--- config.mk ---
export PLATFORM = sky130hd
export DESIGN_NAME = vis_intc
export DESIGN_NICKNAME = d
export VERILOG_FILES = /design/src/hw/vis_pkg.sv /design/src/hw/vis_edge_if.sv /design/src/hw/vis_edge_det.sv /design/src/hw/vis_intc.sv
export SDC_FILE = /design/constraint.sdc
export NUM_CORES = 1
export LEC_CHECK = 0
export ABC_AREA = 1
export BUFFER_PORTS_ARGS = -buffer_cell sky130_fd_sc_hd__clkbuf_2
export CAP_MARGIN = 20
export CORE_MARGIN = 3
export CORE_UTILIZATION = 53
export DETAILED_ROUTE_END_ITERATION = 6
export PLACE_DENSITY = 0.81
export SETUP_SLACK_MARGIN = 0.2
export SYNTH_ARGS = -nofsm -noshare
export SYNTH_HDL_FRONTEND = slang
export SYNTH_HIERARCHICAL = 1
export SYNTH_SLANG_ARGS = --single-unit
--- constraint.sdc ---
create_clock -name CLK_SYS -period 1.9 [get_ports CLK_SYS]
set_clock_uncertainty 0.1 [all_clocks]
set_input_delay 0.19 -clock CLK_SYS [delete_from_list [all_inputs] [get_ports CLK_SYS]]
set_output_delay 0.19 -clock CLK_SYS [all_outputs]
set_load 0.05 [all_outputs]
--- src/hw/vis_pkg.sv ---
// shared constants for the vectored interrupt source logic
package vis_pkg;

	// register map (byte addresses on the 16-bit register port)
	localparam logic [15:0] ADDR_REQ_FLAGS  = 16'hFFE0;
	localparam logic [15:0] ADDR_MASK_FLAGS = 16'hFFE4;
	localparam logic [15:0] ADDR_EDGE_MODE  = 16'hFFEC;
	localparam logic [15:0] ADDR_LV_CTRL    = 16'hFFF0;
	localparam logic [15:0] ADDR_CHAN_SEL   = 16'hFFF4;
	localparam logic [15:0] ADDR_PSW        = 16'hFFF8;

	// reset values
	localparam logic [7:0] RST_REQ_FLAGS  = 8'h00;
	localparam logic [7:0] RST_MASK_FLAGS = 8'hFF;
	localparam logic [7:0] RST_EDGE_MODE  = 8'h00;
	localparam logic [7:0] RST_PSW        = 8'h02;
	localparam logic [1:0] RST_CHAN_SEL   = 2'h0;

	// flag bit positions, shared by request and mask registers
	localparam int BIT_LOW_VOLTAGE = 1;
	localparam int BIT_EXT_A       = 2;
	localparam int BIT_EXT_B       = 3;
	localparam int BIT_TIMER8      = 4;
	localparam int BIT_T16_A       = 5;
	localparam int BIT_T16_B       = 6;
	localparam int BIT_CONV_DONE   = 7;

	// implemented flags per device variant
	localparam logic [7:0] IMPL_LARGE = 8'hFE;
	localparam logic [7:0] IMPL_SMALL = 8'h1E;

	// field positions
	localparam int PSW_IE_BIT      = 7;
	localparam int LV_SEL_BIT      = 1;
	localparam int EXT_A_MODE_LSB  = 2;
	localparam int EXT_B_MODE_LSB  = 4;
	localparam logic [7:0] EDGE_MODE_WMASK = 8'h3C;

	// vector table entries
	localparam logic [15:0] VEC_RESET       = 16'h0000;
	localparam logic [15:0] VEC_LOW_VOLTAGE = 16'h0006;
	localparam logic [15:0] VEC_EXT_A       = 16'h0008;
	localparam logic [15:0] VEC_EXT_B       = 16'h000A;
	localparam logic [15:0] VEC_TIMER8      = 16'h000C;
	localparam logic [15:0] VEC_T16_A       = 16'h000E;
	localparam logic [15:0] VEC_T16_B       = 16'h0010;
	localparam logic [15:0] VEC_CONV_DONE   = 16'h0012;

	typedef enum logic [1:0] {
		EDGE_FALL = 2'b00,
		EDGE_RISE = 2'b01,
		EDGE_NONE = 2'b10,
		EDGE_BOTH = 2'b11
	} vis_edge_mode_type;

endpackage : vis_pkg

--- src/hw/vis_edge_if.sv ---
// pin edge detection carrier between the controller and its detectors
`timescale 1ns/1ps
interface vis_edge_if;
	logic                       pin;
	vis_pkg::vis_edge_mode_type mode;
	logic                       pulse;

	modport det (
		input  pin,
		input  mode,
		output pulse
	);

	modport user (
		output pin,
		output mode,
		input  pulse
	);
endinterface : vis_edge_if

--- src/hw/vis_edge_det.sv ---
// valid-edge detector for one request pin
`timescale 1ns/1ps
module vis_edge_det (
	input wire logic CLK_SYS,
	input wire logic RST_N,
	vis_edge_if.det  bus
);

	typedef struct packed {
		logic prev;
		logic armed;
	} vis_edge_state_type;

	vis_edge_state_type st_r;
	vis_edge_state_type st_nxt;
	logic               rise;
	logic               fall;

	always_comb begin
		st_nxt       = st_r;
		st_nxt.prev  = bus.pin;
		st_nxt.armed = 1'b1;
		// no edge until a first sample exists, else a high pin fakes one
		rise = st_r.armed & bus.pin & ~st_r.prev;
		fall = st_r.armed & ~bus.pin & st_r.prev;
		case (bus.mode)
			vis_pkg::EDGE_FALL: bus.pulse = fall;
			vis_pkg::EDGE_RISE: bus.pulse = rise;
			vis_pkg::EDGE_BOTH: bus.pulse = rise | fall;
			default:            bus.pulse = 1'b0;
		endcase
	end

	always_ff @(posedge CLK_SYS) begin
		if (!RST_N) begin
			st_r <= '0;
		end else begin
			st_r <= st_nxt;
		end
	end

endmodule : vis_edge_det

--- src/hw/vis_intc.sv ---
// vectored maskable interrupt and reset source logic
`timescale 1ns/1ps
module vis_intc #(
	parameter bit LARGE_VARIANT = 1'b1
) (
	input  wire logic        CLK_SYS,
	input  wire logic        RST_N,
	input  wire logic [15:0] REG_ADDR,
	input  wire logic [7:0]  REG_WDATA,
	input  wire logic        REG_WR,
	input  wire logic        REG_RD,
	output wire logic [7:0]  REG_RDATA,
	input  wire logic        EXT_PIN_A,
	input  wire logic        EXT_PIN_B,
	input  wire logic        LOW_VOLTAGE_DETECTOR,
	input  wire logic        TIMER8_MATCH,
	input  wire logic        T16_MATCH_A,
	input  wire logic        T16_MATCH_B,
	input  wire logic        T16_CAPTURE_MODE_A,
	input  wire logic        T16_CAPTURE_MODE_B,
	input  wire logic        CAPTURE_PIN_A,
	input  wire logic        CAPTURE_PIN_B,
	input  wire logic        CONVERSION_DONE,
	input  wire logic        POWER_ON_CLEAR,
	input  wire logic        WATCHDOG_OVERFLOW,
	input  wire logic        VEC_ACK,
	output wire logic        VEC_REQ,
	output wire logic [15:0] VEC_ADDR,
	output wire logic        PSW_PUSH,
	output wire logic [7:0]  PSW_PUSH_DATA,
	output wire logic        GLOBAL_IRQ_ENABLE,
	output wire logic        STANDBY_RELEASE,
	output wire logic        CORE_RESET,
	output wire logic [15:0] BOOT_VEC_ADDR,
	output wire logic [1:0]  ANALOG_CHANNEL_SELECT
);

	typedef struct packed {
		logic [7:0]  req_flags;
		logic [7:0]  mask_flags;
		logic [7:0]  edge_mode;
		logic [7:0]  processor_status_word;
		logic        lv_sel;
		logic [1:0]  chan_sel;
		logic [7:0]  rdata;
		logic        vec_req;
		logic [2:0]  vec_idx;
		logic [15:0] vec_addr;
		logic        push;
		logic [7:0]  push_data;
		logic        standby;
		logic        core_rst;
	} vis_state_type;

	localparam logic [7:0] IMPL = LARGE_VARIANT ? vis_pkg::IMPL_LARGE
	                                            : vis_pkg::IMPL_SMALL;

	// smallest set index wins; bit 0 is never a source
	function automatic logic [2:0] pick_source(input logic [7:0] pend);
		logic [2:0] idx;
		idx = 3'h0;
		for (int i = 7; i >= 1; i--) begin
			if (pend[i]) begin
				idx = 3'(i);
			end
		end
		return idx;
	endfunction : pick_source

	function automatic logic [15:0] vector_of(input logic [2:0] idx);
		logic [15:0] v;
		case (idx)
			3'(vis_pkg::BIT_LOW_VOLTAGE): v = vis_pkg::VEC_LOW_VOLTAGE;
			3'(vis_pkg::BIT_EXT_A):       v = vis_pkg::VEC_EXT_A;
			3'(vis_pkg::BIT_EXT_B):       v = vis_pkg::VEC_EXT_B;
			3'(vis_pkg::BIT_TIMER8):      v = vis_pkg::VEC_TIMER8;
			3'(vis_pkg::BIT_T16_A):       v = vis_pkg::VEC_T16_A;
			3'(vis_pkg::BIT_T16_B):       v = vis_pkg::VEC_T16_B;
			3'(vis_pkg::BIT_CONV_DONE):   v = vis_pkg::VEC_CONV_DONE;
			default:                      v = vis_pkg::VEC_RESET;
		endcase
		return v;
	endfunction : vector_of

	function automatic vis_state_type reset_state();
		vis_state_type s;
		s            = '0;
		s.req_flags  = vis_pkg::RST_REQ_FLAGS;
		s.mask_flags = vis_pkg::RST_MASK_FLAGS;
		s.edge_mode  = vis_pkg::RST_EDGE_MODE;
		s.processor_status_word        = vis_pkg::RST_PSW;
		s.chan_sel   = vis_pkg::RST_CHAN_SEL;
		s.vec_addr   = vis_pkg::VEC_RESET;
		s.core_rst   = 1'b1;
		return s;
	endfunction : reset_state

	vis_state_type st_r;
	vis_state_type st_nxt;
	logic [7:0]    events;
	logic [7:0]    pend;
	logic          ack;
	logic          hard_rst;
	logic          soft_rst;

	// detectors: 0 pin A, 1 pin B, 2 capture A, 3 capture B, 4 low voltage
	localparam int NUM_DET = 5;

	vis_edge_if eif [NUM_DET] ();

	assign eif[0].pin  = EXT_PIN_A;
	assign eif[0].mode = vis_pkg::vis_edge_mode_type'(
		st_r.edge_mode[vis_pkg::EXT_A_MODE_LSB +: 2]);
	assign eif[1].pin  = EXT_PIN_B;
	assign eif[1].mode = vis_pkg::vis_edge_mode_type'(
		st_r.edge_mode[vis_pkg::EXT_B_MODE_LSB +: 2]);
	// capture edge polarity lives in the timer; here any rise is valid
	assign eif[2].pin  = CAPTURE_PIN_A;
	assign eif[2].mode = vis_pkg::EDGE_RISE;
	assign eif[3].pin  = CAPTURE_PIN_B;
	assign eif[3].mode = vis_pkg::EDGE_RISE;
	assign eif[4].pin  = LOW_VOLTAGE_DETECTOR;
	assign eif[4].mode = vis_pkg::EDGE_RISE;

	for (genvar g = 0; g < NUM_DET; g++) begin : g_det
		vis_edge_det u_det (
			.CLK_SYS (CLK_SYS),
			.RST_N   (RST_N),
			.bus     (eif[g])
		);
	end

	always_comb begin
		events = 8'h00;
		events[vis_pkg::BIT_LOW_VOLTAGE] = eif[4].pulse & ~st_r.lv_sel;
		events[vis_pkg::BIT_EXT_A]       = eif[0].pulse;
		events[vis_pkg::BIT_EXT_B]       = eif[1].pulse;
		events[vis_pkg::BIT_TIMER8]      = TIMER8_MATCH;
		events[vis_pkg::BIT_T16_A]       = T16_CAPTURE_MODE_A ? eif[3].pulse
		                                                      : T16_MATCH_A;
		events[vis_pkg::BIT_T16_B]       = T16_CAPTURE_MODE_B ? eif[2].pulse
		                                                      : T16_MATCH_B;
		events[vis_pkg::BIT_CONV_DONE]   = CONVERSION_DONE;
	end

	always_comb begin
		st_nxt   = st_r;
		pend     = 8'h00;
		ack      = 1'b0;
		hard_rst = POWER_ON_CLEAR;
		soft_rst = WATCHDOG_OVERFLOW
		         | (LOW_VOLTAGE_DETECTOR & st_r.lv_sel);
		st_nxt.push  = 1'b0;
		st_nxt.rdata = 8'h00;
		if (hard_rst || soft_rst) begin
			st_nxt = reset_state();
			// a low-voltage reset must not forget that it chose reset mode
			st_nxt.lv_sel = hard_rst ? 1'b0 : st_r.lv_sel;
		end else begin
			st_nxt.core_rst = 1'b0;
			ack = VEC_ACK & st_r.vec_req;
			if (ack) begin
				st_nxt.req_flags[st_r.vec_idx] = 1'b0;
				st_nxt.push_data = st_r.processor_status_word;
				st_nxt.push      = 1'b1;
				st_nxt.processor_status_word[vis_pkg::PSW_IE_BIT] = 1'b0;
			end
			if (REG_WR) begin
				case (REG_ADDR)
					vis_pkg::ADDR_REQ_FLAGS:
						st_nxt.req_flags = REG_WDATA & IMPL;
					vis_pkg::ADDR_MASK_FLAGS:
						st_nxt.mask_flags = REG_WDATA | ~IMPL;
					vis_pkg::ADDR_EDGE_MODE:
						st_nxt.edge_mode = REG_WDATA & vis_pkg::EDGE_MODE_WMASK;
					vis_pkg::ADDR_LV_CTRL:
						st_nxt.lv_sel = REG_WDATA[vis_pkg::LV_SEL_BIT];
					vis_pkg::ADDR_CHAN_SEL:
						st_nxt.chan_sel = REG_WDATA[1:0];
					vis_pkg::ADDR_PSW:
						st_nxt.processor_status_word = REG_WDATA;
					default: ;
				endcase
			end
			// hardware set wins over a software or acknowledge clear
			st_nxt.req_flags = st_nxt.req_flags | (events & IMPL);
			pend = st_nxt.req_flags & ~st_nxt.mask_flags & IMPL;
			st_nxt.standby  = |pend;
			st_nxt.vec_idx  = pick_source(pend);
			st_nxt.vec_req  = (|pend) & st_nxt.processor_status_word[vis_pkg::PSW_IE_BIT];
			st_nxt.vec_addr = vector_of(st_nxt.vec_idx);
		end
		if (REG_RD) begin
			case (REG_ADDR)
				vis_pkg::ADDR_REQ_FLAGS:  st_nxt.rdata = st_r.req_flags;
				vis_pkg::ADDR_MASK_FLAGS: st_nxt.rdata = st_r.mask_flags;
				vis_pkg::ADDR_EDGE_MODE:  st_nxt.rdata = st_r.edge_mode;
				vis_pkg::ADDR_LV_CTRL: begin
					st_nxt.rdata = 8'h00;
					st_nxt.rdata[vis_pkg::LV_SEL_BIT] = st_r.lv_sel;
				end
				vis_pkg::ADDR_CHAN_SEL:   st_nxt.rdata = {6'h00, st_r.chan_sel};
				vis_pkg::ADDR_PSW:        st_nxt.rdata = st_r.processor_status_word;
				default:                  st_nxt.rdata = 8'h00;
			endcase
		end
	end

	always_ff @(posedge CLK_SYS) begin
		if (!RST_N) begin
			st_r <= reset_state();
		end else begin
			st_r <= st_nxt;
		end
	end

	assign REG_RDATA             = st_r.rdata;
	assign VEC_REQ               = st_r.vec_req;
	assign VEC_ADDR              = st_r.vec_addr;
	assign PSW_PUSH              = st_r.push;
	assign PSW_PUSH_DATA         = st_r.push_data;
	assign GLOBAL_IRQ_ENABLE     = st_r.processor_status_word[vis_pkg::PSW_IE_BIT];
	assign STANDBY_RELEASE       = st_r.standby;
	assign CORE_RESET            = st_r.core_rst;
	// start address is read from the byte pair at this word and the next
	assign BOOT_VEC_ADDR         = vis_pkg::VEC_RESET;
	assign ANALOG_CHANNEL_SELECT = st_r.chan_sel;

endmodule : vis_intc

== Yosys cells after proc, flatten, opt, wreduce, memory -nomap -nowiden ==
Index checks and enable logic that the tools add are counted.
W data, S select, Z words.

* Register bits: 73
* Output and inout port bits: 55

* Muxes and demuxes: 35
* Equal/unequal tests: 18
* Order comparisons: 2
* Reduce and logical (&&, ||, !) cells: 16
* Bitwise gates (word level): 35

{| class="wikitable"
|+ Operator list
! cell !! number
|-
| $eq A16 B16 Y1 const B || 6
|-
| $mux W35 || 2
|-
| $pmux W8 S6 || 1
|-
| $mux W8 || 5
|-
| $pmux W5 S7 || 1
|-
| $mux W3 || 9
|-
| $and A1 B1 Y1 || 18
|-
| $and A8 B8 Y8 || 2
|-
| $not A8 Y8 || 2
|-
| $eq A3 B3 Y1 const B || 4
|-
| $mux W1 || 12
|-
| $reduce_bool A2 Y1 || 5
|-
| $mux W9 || 1
|-
| $not A1 Y1 || 9
|-
| $or A8 B8 Y8 || 1
|-
| $reduce_and A2 Y1 || 4
|-
| $reduce_or A7 Y1 || 1
|-
| $eq A3 B2 Y1 const B || 2
|-
| $pmux W1 S3 || 2
|-
| $eq A2 B1 Y1 const B || 2
|-
| $eq A2 B2 Y1 const B || 2
|-
| $logic_not A2 Y1 || 2
|-
| $lt A3 B4 Y1 const B || 1
|-
| $demux W1 S3 || 1
|-
| other kinds (9) || 11
|}

== Logic depth before layout (Yosys ltp) ==
Gate-level depths: netlist (run 1).

* Depth in word-level cells: 22
* Gate-level depth with buffers: 15

== Cells and area by module ==
Netlist (run 1), hierarchy kept.

{| class="wikitable"
|+ By module, submodules not included
! module !! cells an instance !! times used !! area an instance (µm²)
|-
| vis_intc || 422 || 1 || 3055.4
|-
| vis_edge_det || 15 || 5 || 90.1
|}

== Least setup slack after synthesis (run 1) ==
OpenSTA, ideal clock, no wires.

* Path kind: reg2reg
* Start point: register st_r (netlist bit VEC_REQ)
* End point: register st_r (netlist bit VEC_ADDR[4])
* Buffers on the path: 0
* Stages on the path, launching flop included: 11
* Library setup time: 0.064 ns
* Data required time: 1.736 ns
* Path slack: 0.080 ns
* Period minus slack after synthesis: 1.820 ns
* Data arrival time: 1.656 ns
* Path through: dfxtp_1 -> nand2_1 -> nor2_1 -> a21oi_1 -> nand2_2 -> o211ai_2 -> nand2_2 -> nand2_2 -> nor2_1 -> o21ai_1 -> nor2_1

* Longest elaborated chain between the ends: 17
* Elaborated cells on any way between the ends: 23
* Those cells by class: eq/ne (7); mux (13); bitwise (3)

{| class="wikitable"
|+ RTL lines
! element !! RTL line !! source
|-
| from (decl) || vis_intc.sv:98 || <nowiki>vis_state_type st_r;</nowiki>
|-
| from (signal assigned) || vis_intc.sv:211 || <nowiki>st_r <= reset_state();</nowiki>
|-
| from (signal assigned) || vis_intc.sv:213 || <nowiki>st_r <= st_nxt;</nowiki>
|-
| $and A1 B1 Y1 * || vis_intc.sv:161 || <nowiki>ack = VEC_ACK & st_r.vec_req;</nowiki>
|-
| $mux W8 * || vis_intc.sv:162 || <nowiki>if (ack) begin</nowiki>
|-
| $mux W8 || vis_intc.sv:169 || <nowiki>case (REG_ADDR)</nowiki>
|-
| $mux W35 * || vis_intc.sv:168 || <nowiki>if (REG_WR) begin</nowiki>
|-
| $mux W35 * || vis_intc.sv:155 || <nowiki>if (hard_rst || soft_rst) begin</nowiki>
|-
| $or A8 B8 Y8 * || vis_intc.sv:186 || <nowiki>st_nxt.req_flags = st_nxt.req_flags | (events & IMPL);</nowiki>
|-
| $and A8 B8 Y8 * || vis_intc.sv:187 || <nowiki>pend = st_nxt.req_flags & ~st_nxt.mask_flags & IMPL;</nowiki>
|-
| $mux W3 (6 in series) || vis_intc.sv:63 || <nowiki>if (pend[i]) begin</nowiki>
|-
| $mux W3 * || vis_intc.sv:63 ||
|-
| $mux W3 * || vis_intc.sv:155 ||
|-
| $eq A3 B3 Y1 (tied with other cells) || vis_intc.sv:72 || <nowiki>case (idx)</nowiki>
|-
| $pmux W5 S7 * || vis_intc.sv:72 ||
|}

Every way passes the cells marked *; elsewhere a longest branch is shown, timed or not. The select of a mux whose other input is x is not followed.
A chain may end at the register's enable or synchronous reset.

== Worst setup path in the final report (run 1) ==
* Start point: register st_r[41] (netlist name)
* End point: register st_r[43] (netlist name)

* Longest elaborated chain between the ends: 5
* Elaborated cells on any way between the ends: 7
* Those cells by class: bitwise (2); reduce/logical (5)

{| class="wikitable"
|+ RTL lines
! element !! RTL line !! source
|-
| $and A1 B1 Y1 * || vis_intc.sv:152 || <nowiki>| (LOW_VOLTAGE_DETECTOR & st_r.lv_sel);</nowiki>
|-
| $or A1 B1 Y1 * || vis_intc.sv:152 ||
|-
| $logic_or A1 B1 Y1 * || vis_intc.sv:155 ||
|-
| $reduce_bool A2 Y1 (no source line) || n/a ||
|-
| $reduce_and A2 Y1 (no source line) || n/a ||
|}

Every way passes the cells marked *; elsewhere a longest branch is shown, timed or not.

==> impl_metrics.ini, run 1 <==
[outcome]
status = completed

[drt]
firstDrtPassIters = 6
drc_errors = 0
drtIter0Drc = 234
drtAntennaViolNets = 0
routed_wirelength_um = 8340
wire_per_inst_um = 12.7
vias_per_cell = 4.86
num_vias = 3192

[worst_setup_path]
r2r-end = st_r[43]
reg2reg_slack_ns = 0.31
cp_max_fo = 8
start_kind = flip-flop
path_class = reg2reg
critPathCapture = st_r[43]
worstPathRequired_ns = 2.04
rr_startpoint = st_r[41]
startpoint = st_r[41]
reg2regPathDepth = 8
arrival_ns = 1.73
cp-end-kind = flip-flop

[synthesis]
ys_warn_count = 6
synth_area_leader_cell = dfxtp_1
synth_top_area_frac = 0.388
synthTopCellsByArea = dfxtp_1 39%, nand2_1 13%, buf_4 11%
synth_cell_types = 35
synth_edf_count = 0
ys_async_sr_fraction = 0
synth_seq_cells = 68
synth_ff_type = dfxtp_1
syn-cell-area_sq_um = 3510
ys_top_cells_by_count = 126 x nand2_1, 68 x dfxtp_1, 66 x inv_1
synth.avg_cell_area_sq_um = 7.05
yosysMostFrequentCell = nand2_1
yosysSeqAreaShare = 0.388
syn_inst = 497

[layout]
nFillCells = 556
seq_area_sq_um = 1370
utilization = 0.644
n_antenna_cell = 0
multi_input_area_sq_um = 1670
nets = 617
areaGrowthSynthToFinish_pct = 17.3
layout-drive-gt1-share = 0.276

[sta]
fin_crit_sh = 0.839
final-hold-violation-count = 0
period_minus_slack_ns = 1.59
setup_tns_ns = 0
final-max-slew-violation-count = 0
setup_viol = 0
fmaxAchievable_mhz = 628
grt_setup_unrepaired = no
setup_ws_ns = 0.306

[placement]
place_hpwl_um = 6430
post-place-ws_ns = 0.0500
io_buffers = 68
place.gp.congestion = 0.951

[global_routing]
grt_pass1_vias = 2884
grt_overflow = 0
grt_max_degree = 29
grt_pass1_wl_um = 13100
grt_usage = 0.225
antenna_found_initial = 0

[floorplan]
rows = 29
io-pin-count = 97
chipHeight_um = 87.3
initial_core_util = 0.549
die_w_um = 87.3
fp.dieArea_sq_um = 7630
core_sq_um = 6390

[run]
max_cap_viol_count = 0

[clock_tree]
clk_latency_ns = 0.35
numCtsBuffers = 9
cts.clk_slew.worst_paths_ns = 0.08
tritoncts = built
cts_num_sinks = 68
cts_buffer_depth = 2
cts_root_buf = clkbuf_8
ctsHtreeMaxLevel = 3

[hold_path]
hp-class = in2reg

[power_and_ir_drop]
power.density_nw_per_um2 = 728
p_leak_nw = 2.11
peakVddDrop_uv = 538
worst min-delay path by stage:
stage | from | to | cells past startpoint
detailed placement | EXT_PIN_A | g_det[0].u_det/st_r[1] | 3
global placement | EXT_PIN_A | g_det[0].u_det/st_r[1] | 3
CTS | RST_N | g_det[4].u_det/st_r[0] | 2
floorplan | RST_N | g_det[0].u_det/st_r[0] | 0
global route | RST_N | g_det[4].u_det/st_r[0] | 2
finish | RST_N | g_det[4].u_det/st_r[0] | 2
per-stage QoR:
step / hold WS (ns) / total power, mW / cell area (sq um) / instances
6_report: 0.0409 / 2.99 / 4110 / 657
5_1_grt: 0.0547 / 3.10 / 4110 / 657
4_1_cts: 0.0353 / 2.99 / 4020 / 655
3_5_place_dp: 0.306 / 1.80 / 3760 / 634
3_3_place_gp: 0.299 / 1.80 / 3760 / 634
2_1_floorplan: 0.118 / 1.75 / 3650 / 535
area by class of cell:
type | count | share of cell area
multi-input cells | 334 | 0.406
flip-flops and latches | 68 | 0.333
repair buffers | 85 | 0.117
inverters | 77 | 0.0721
clock buffers | 9 | 0.0301
well taps | 77 | 0.0234
clock inverters | 7 | 0.0183
cell usage in the layout, fill, tap and decap left out, types with 5 or more instances in the layout:
cell,instances
dfxtp_1,61
nor2_4,8
nand2_2,19
conb_1,40
nand4_1,6
dfxtp_2,7
nor2_1,35
nor3_1,5
buf_4,12
a21oi_1,38
o21ai_1,6
nand3_1,17
clkbuf_8,9
nand2_1,120
clkbuf_2,68
dlygate4sd3_1,5
inv_2,9
inv_1,65
o22ai_1,6
metal layers:
| layer | wire [um] | vias up | track usage |
|---|---|---|---|
| li1 | - | 1628 | - |
| met1 | 3480 | 1420 | 0.273 |
| met2 | 3980 | 127 | 0.368 |
| met3 | 604 | 17 | 0.0520 |
| met4 | 264 | 0 | 0.114 |
| met5 | 0 | - | 0 |
worst max-delay path: stages, from the launching register on:
cell and delay [ns]:
dfxtp_1 0.39, nand2_1 0.11, nand2_1 0.05, nor2_1 0.11, inv_2 0.09, nor2_4 0.24, buf_4 0.16, buf_4 0.15
o211ai_1 0.09
flip-flops by register name (all words and copies together), names as in the netlist:
register and cells:
eif.mode 4, VEC_ADDR 4, VEC_REQ 1, PSW_PUSH 1, st_r 27, CORE_RESET 1, PSW_PUSH_DATA 8, GLOBAL_IRQ_ENABLE 1
ANALOG_CHANNEL_SELECT 2, g_det.u_det/st_r 10, REG_RDATA 8, STANDBY_RELEASE 1
cell families after synthesis:
| group | share of synthesized area |
|---|---|
| flip-flops | 0.388 |
| AND/OR/NAND/NOR | 0.285 |
| other | 0.00214 |
| buffers and inverters | 0.198 |
| AO/OA/AOI/OAI | 0.121 |
| multiplexers | 0.00571 |
power by group:
group          internal, mW  leakage [nW]  switching [mW]
logic                0.0881          1.46           0.256
clock network         0.612         0.104           0.588
registers              1.44         0.555         0.00914
what timing repair did:
item / 4_1_cts / 5_1_grt
hold buffers: 5 / 0
hold endpoints to repair: 5 / 0
setup buffers: 0 / 2
gates resized for setup: 3 / 26
pin swaps: 0 / 5
endpoints found under the setup margin: 14 / 36
No activity file was read; power rests on OpenSTA's default activity.
==> run 2, diff against run 1 <==
- CORE_UTILIZATION: 53 -> 48
- PLACE_DENSITY: 0.81 -> 0.77
- clock period: 1.9 -> 1.3 ns (I/O delays scaled with it)
==> impl_metrics.ini, run 2 (synthesis gave the netlist of run 1 again) <==
[drt]
firstDrtPassIters = 7
wire_per_inst_um = 24.7
drc_errors = 0
vias_per_cell = 6.10
drtIter0Drc = 743
routed_wirelength_um = 19000
num_vias = 4687
drtAntennaViolNets = 0

[worst_setup_path]
r2r-end = VEC_ADDR[1]
arrival_ns = 2.00
start_kind = flip-flop
rr_startpoint = st_r[29]
cp_max_fo = 4
reg2regPathDepth = 13
cp-end-kind = flip-flop
worstPathRequired_ns = 1.50
path_class = reg2reg
reg2reg_slack_ns = -0.51

[outcome]
status = finished with violations
violations = negative setup slack

[global_routing]
grt_pass1_vias = 4051
grt_overflow = 0
grt_max_degree = 12
grt_pass1_wl_um = 19700
antenna_found_initial = 0
grt_usage = 0.301

[sta]
setup_ws_ns = -0.508
final-hold-violation-count = 0
final-max-slew-violation-count = 0
setup_tns_ns = -13.94
period_minus_slack_ns = 1.81
fmaxAchievable_mhz = 553
setup_viol = 57
fin_crit_sh = 1.39
grt_setup_unrepaired = yes

[clock_tree]
tritoncts = built
cts_num_sinks = 68
cts.clk_slew.worst_paths_ns = 0.09
numCtsBuffers = 9
ctsHtreeMaxLevel = 3
cts_root_buf = clkbuf_8
clk_latency_ns = 0.38
cts_buffer_depth = 2

[layout]
reg_top3 = st_r x27, g_det.u_det/st_r x10
areaGrowthSynthToFinish_pct = 79.2
largest_reg_flops = 27
n_antenna_cell = 0
layout_commonest_cell = nand2_1
mostFrequentLayoutCells = 84 x nand2_1, 61 x buf_4, 50 x inv_1
top_register = st_r
layout-drive-gt1-share = 0.585
nets = 710
utilization = 0.905

[power_and_ir_drop]
peakVddDrop_uv = 971
p_leak_nw = 3.02
switchingPower_mw = 1.54
switching_share = 0.305
power.share.combinational = 0.182
pwr-share-seq = 0.420
p_clk_frac = 0.399
power.density_nw_per_um2 = 805
internal_power_mw = 3.51

[placement]
io_buffers = 68
place_hpwl_um = 7210
place.gp.congestion = 0.955
post-place-ws_ns = -0.476

[floorplan]
initial_core_util = 0.505
core_sq_um = 6940
fp.dieArea_sq_um = 8360
die_w_um = 91.5
chipHeight_um = 91.5
rows = 30
io-pin-count = 97

[hold_path]
min_path_cells = 2
min_from = RST_N
hp-class = in2reg
min_to = g_det[4].u_det/st_r[0]

[run]
max_cap_viol_count = 0
==> run 2: how the worst max path moves through the flow <==
stage	from	end	slack, ns	cells after the start
floorplan	VEC_REQ	VEC_ADDR[1]	-0.17	13
global placement	REG_ADDR[5]	VEC_ADDR[4]	-0.45	14
detailed placement	REG_ADDR[5]	VEC_ADDR[4]	-0.48	14
CTS	g_det[3].u_det/st_r[1]	VEC_REQ	-0.20	13
global route	st_r[29]	VEC_ADDR[1]	-0.59	13
finish	st_r[29]	VEC_ADDR[1]	-0.51	13
==> run 2: power groups by stage <==
stage	clock [mW]	sequential [mW]	combinational, mW
3_5_place_dp	0	2.17	0.548
3_3_place_gp	0	2.16	0.540
5_1_grt	2.06	2.12	0.939
4_1_cts	1.89	2.12	0.681
6_report	2.02	2.12	0.918
2_1_floorplan	0	2.17	0.415
==> run 2: per-stage QoR <==
stage | instances | hold WS [ns] | area, sq um | total power, mW
after CTS | 742 | 0.00757 | 5460 | 4.68
final | 768 | 0.0116 | 6280 | 5.06
after global routing | 768 | 0.0219 | 6280 | 5.12
after detailed placement | 694 | 0.253 | 4310 | 2.71
after global placement | 694 | 0.246 | 4310 | 2.70
after floorplan | 535 | 0.0577 | 3860 | 2.58
==> run 2: cell type report <==
cell class	count	area, sq um
well taps	96	120
repair buffers	177	1820
clock buffers	11	131
inverters	77	327
fillers	248	661
clock inverters	4	75.1
multi-input cells	335	2400
flip-flops and latches	68	1410
==> run 2: timing repair <==
action / in CTS / in global routing
hold buffers: 8 / 0
endpoints found under the hold margin: 7 / 0
cloned: 3 / 1
resized for setup: 153 / 185
pin swaps: 53 / 42
setup buffers: 22 / 25
endpoints found under the setup margin: 85 / 84
==> run 2: critical path, stage by stage (launching register included) <==
cell and delay, ns:
dfxtp_2 0.37, nand2_1 0.08, inv_1 0.09, a21oi_2 0.18, nand2_1 0.09, nand3_2 0.10
nand2_2 0.09, inv_2 0.07, nand2_2 0.06, nand2_1 0.07, nand2_1 0.08, nand2_1 0.10
nand2_1 0.08, a21oi_1 0.16
==> run 2: per-layer routing <==
layer / global-route usage / vias to the layer above / wire (um)
met4: 0.183 / 2 / 2070
li1: - / 1816 / -
met1: 0.308 / 2142 / 6160
met5: 0 / - / 28
met3: 0.0837 / 220 / 2340
met2: 0.538 / 507 / 8400
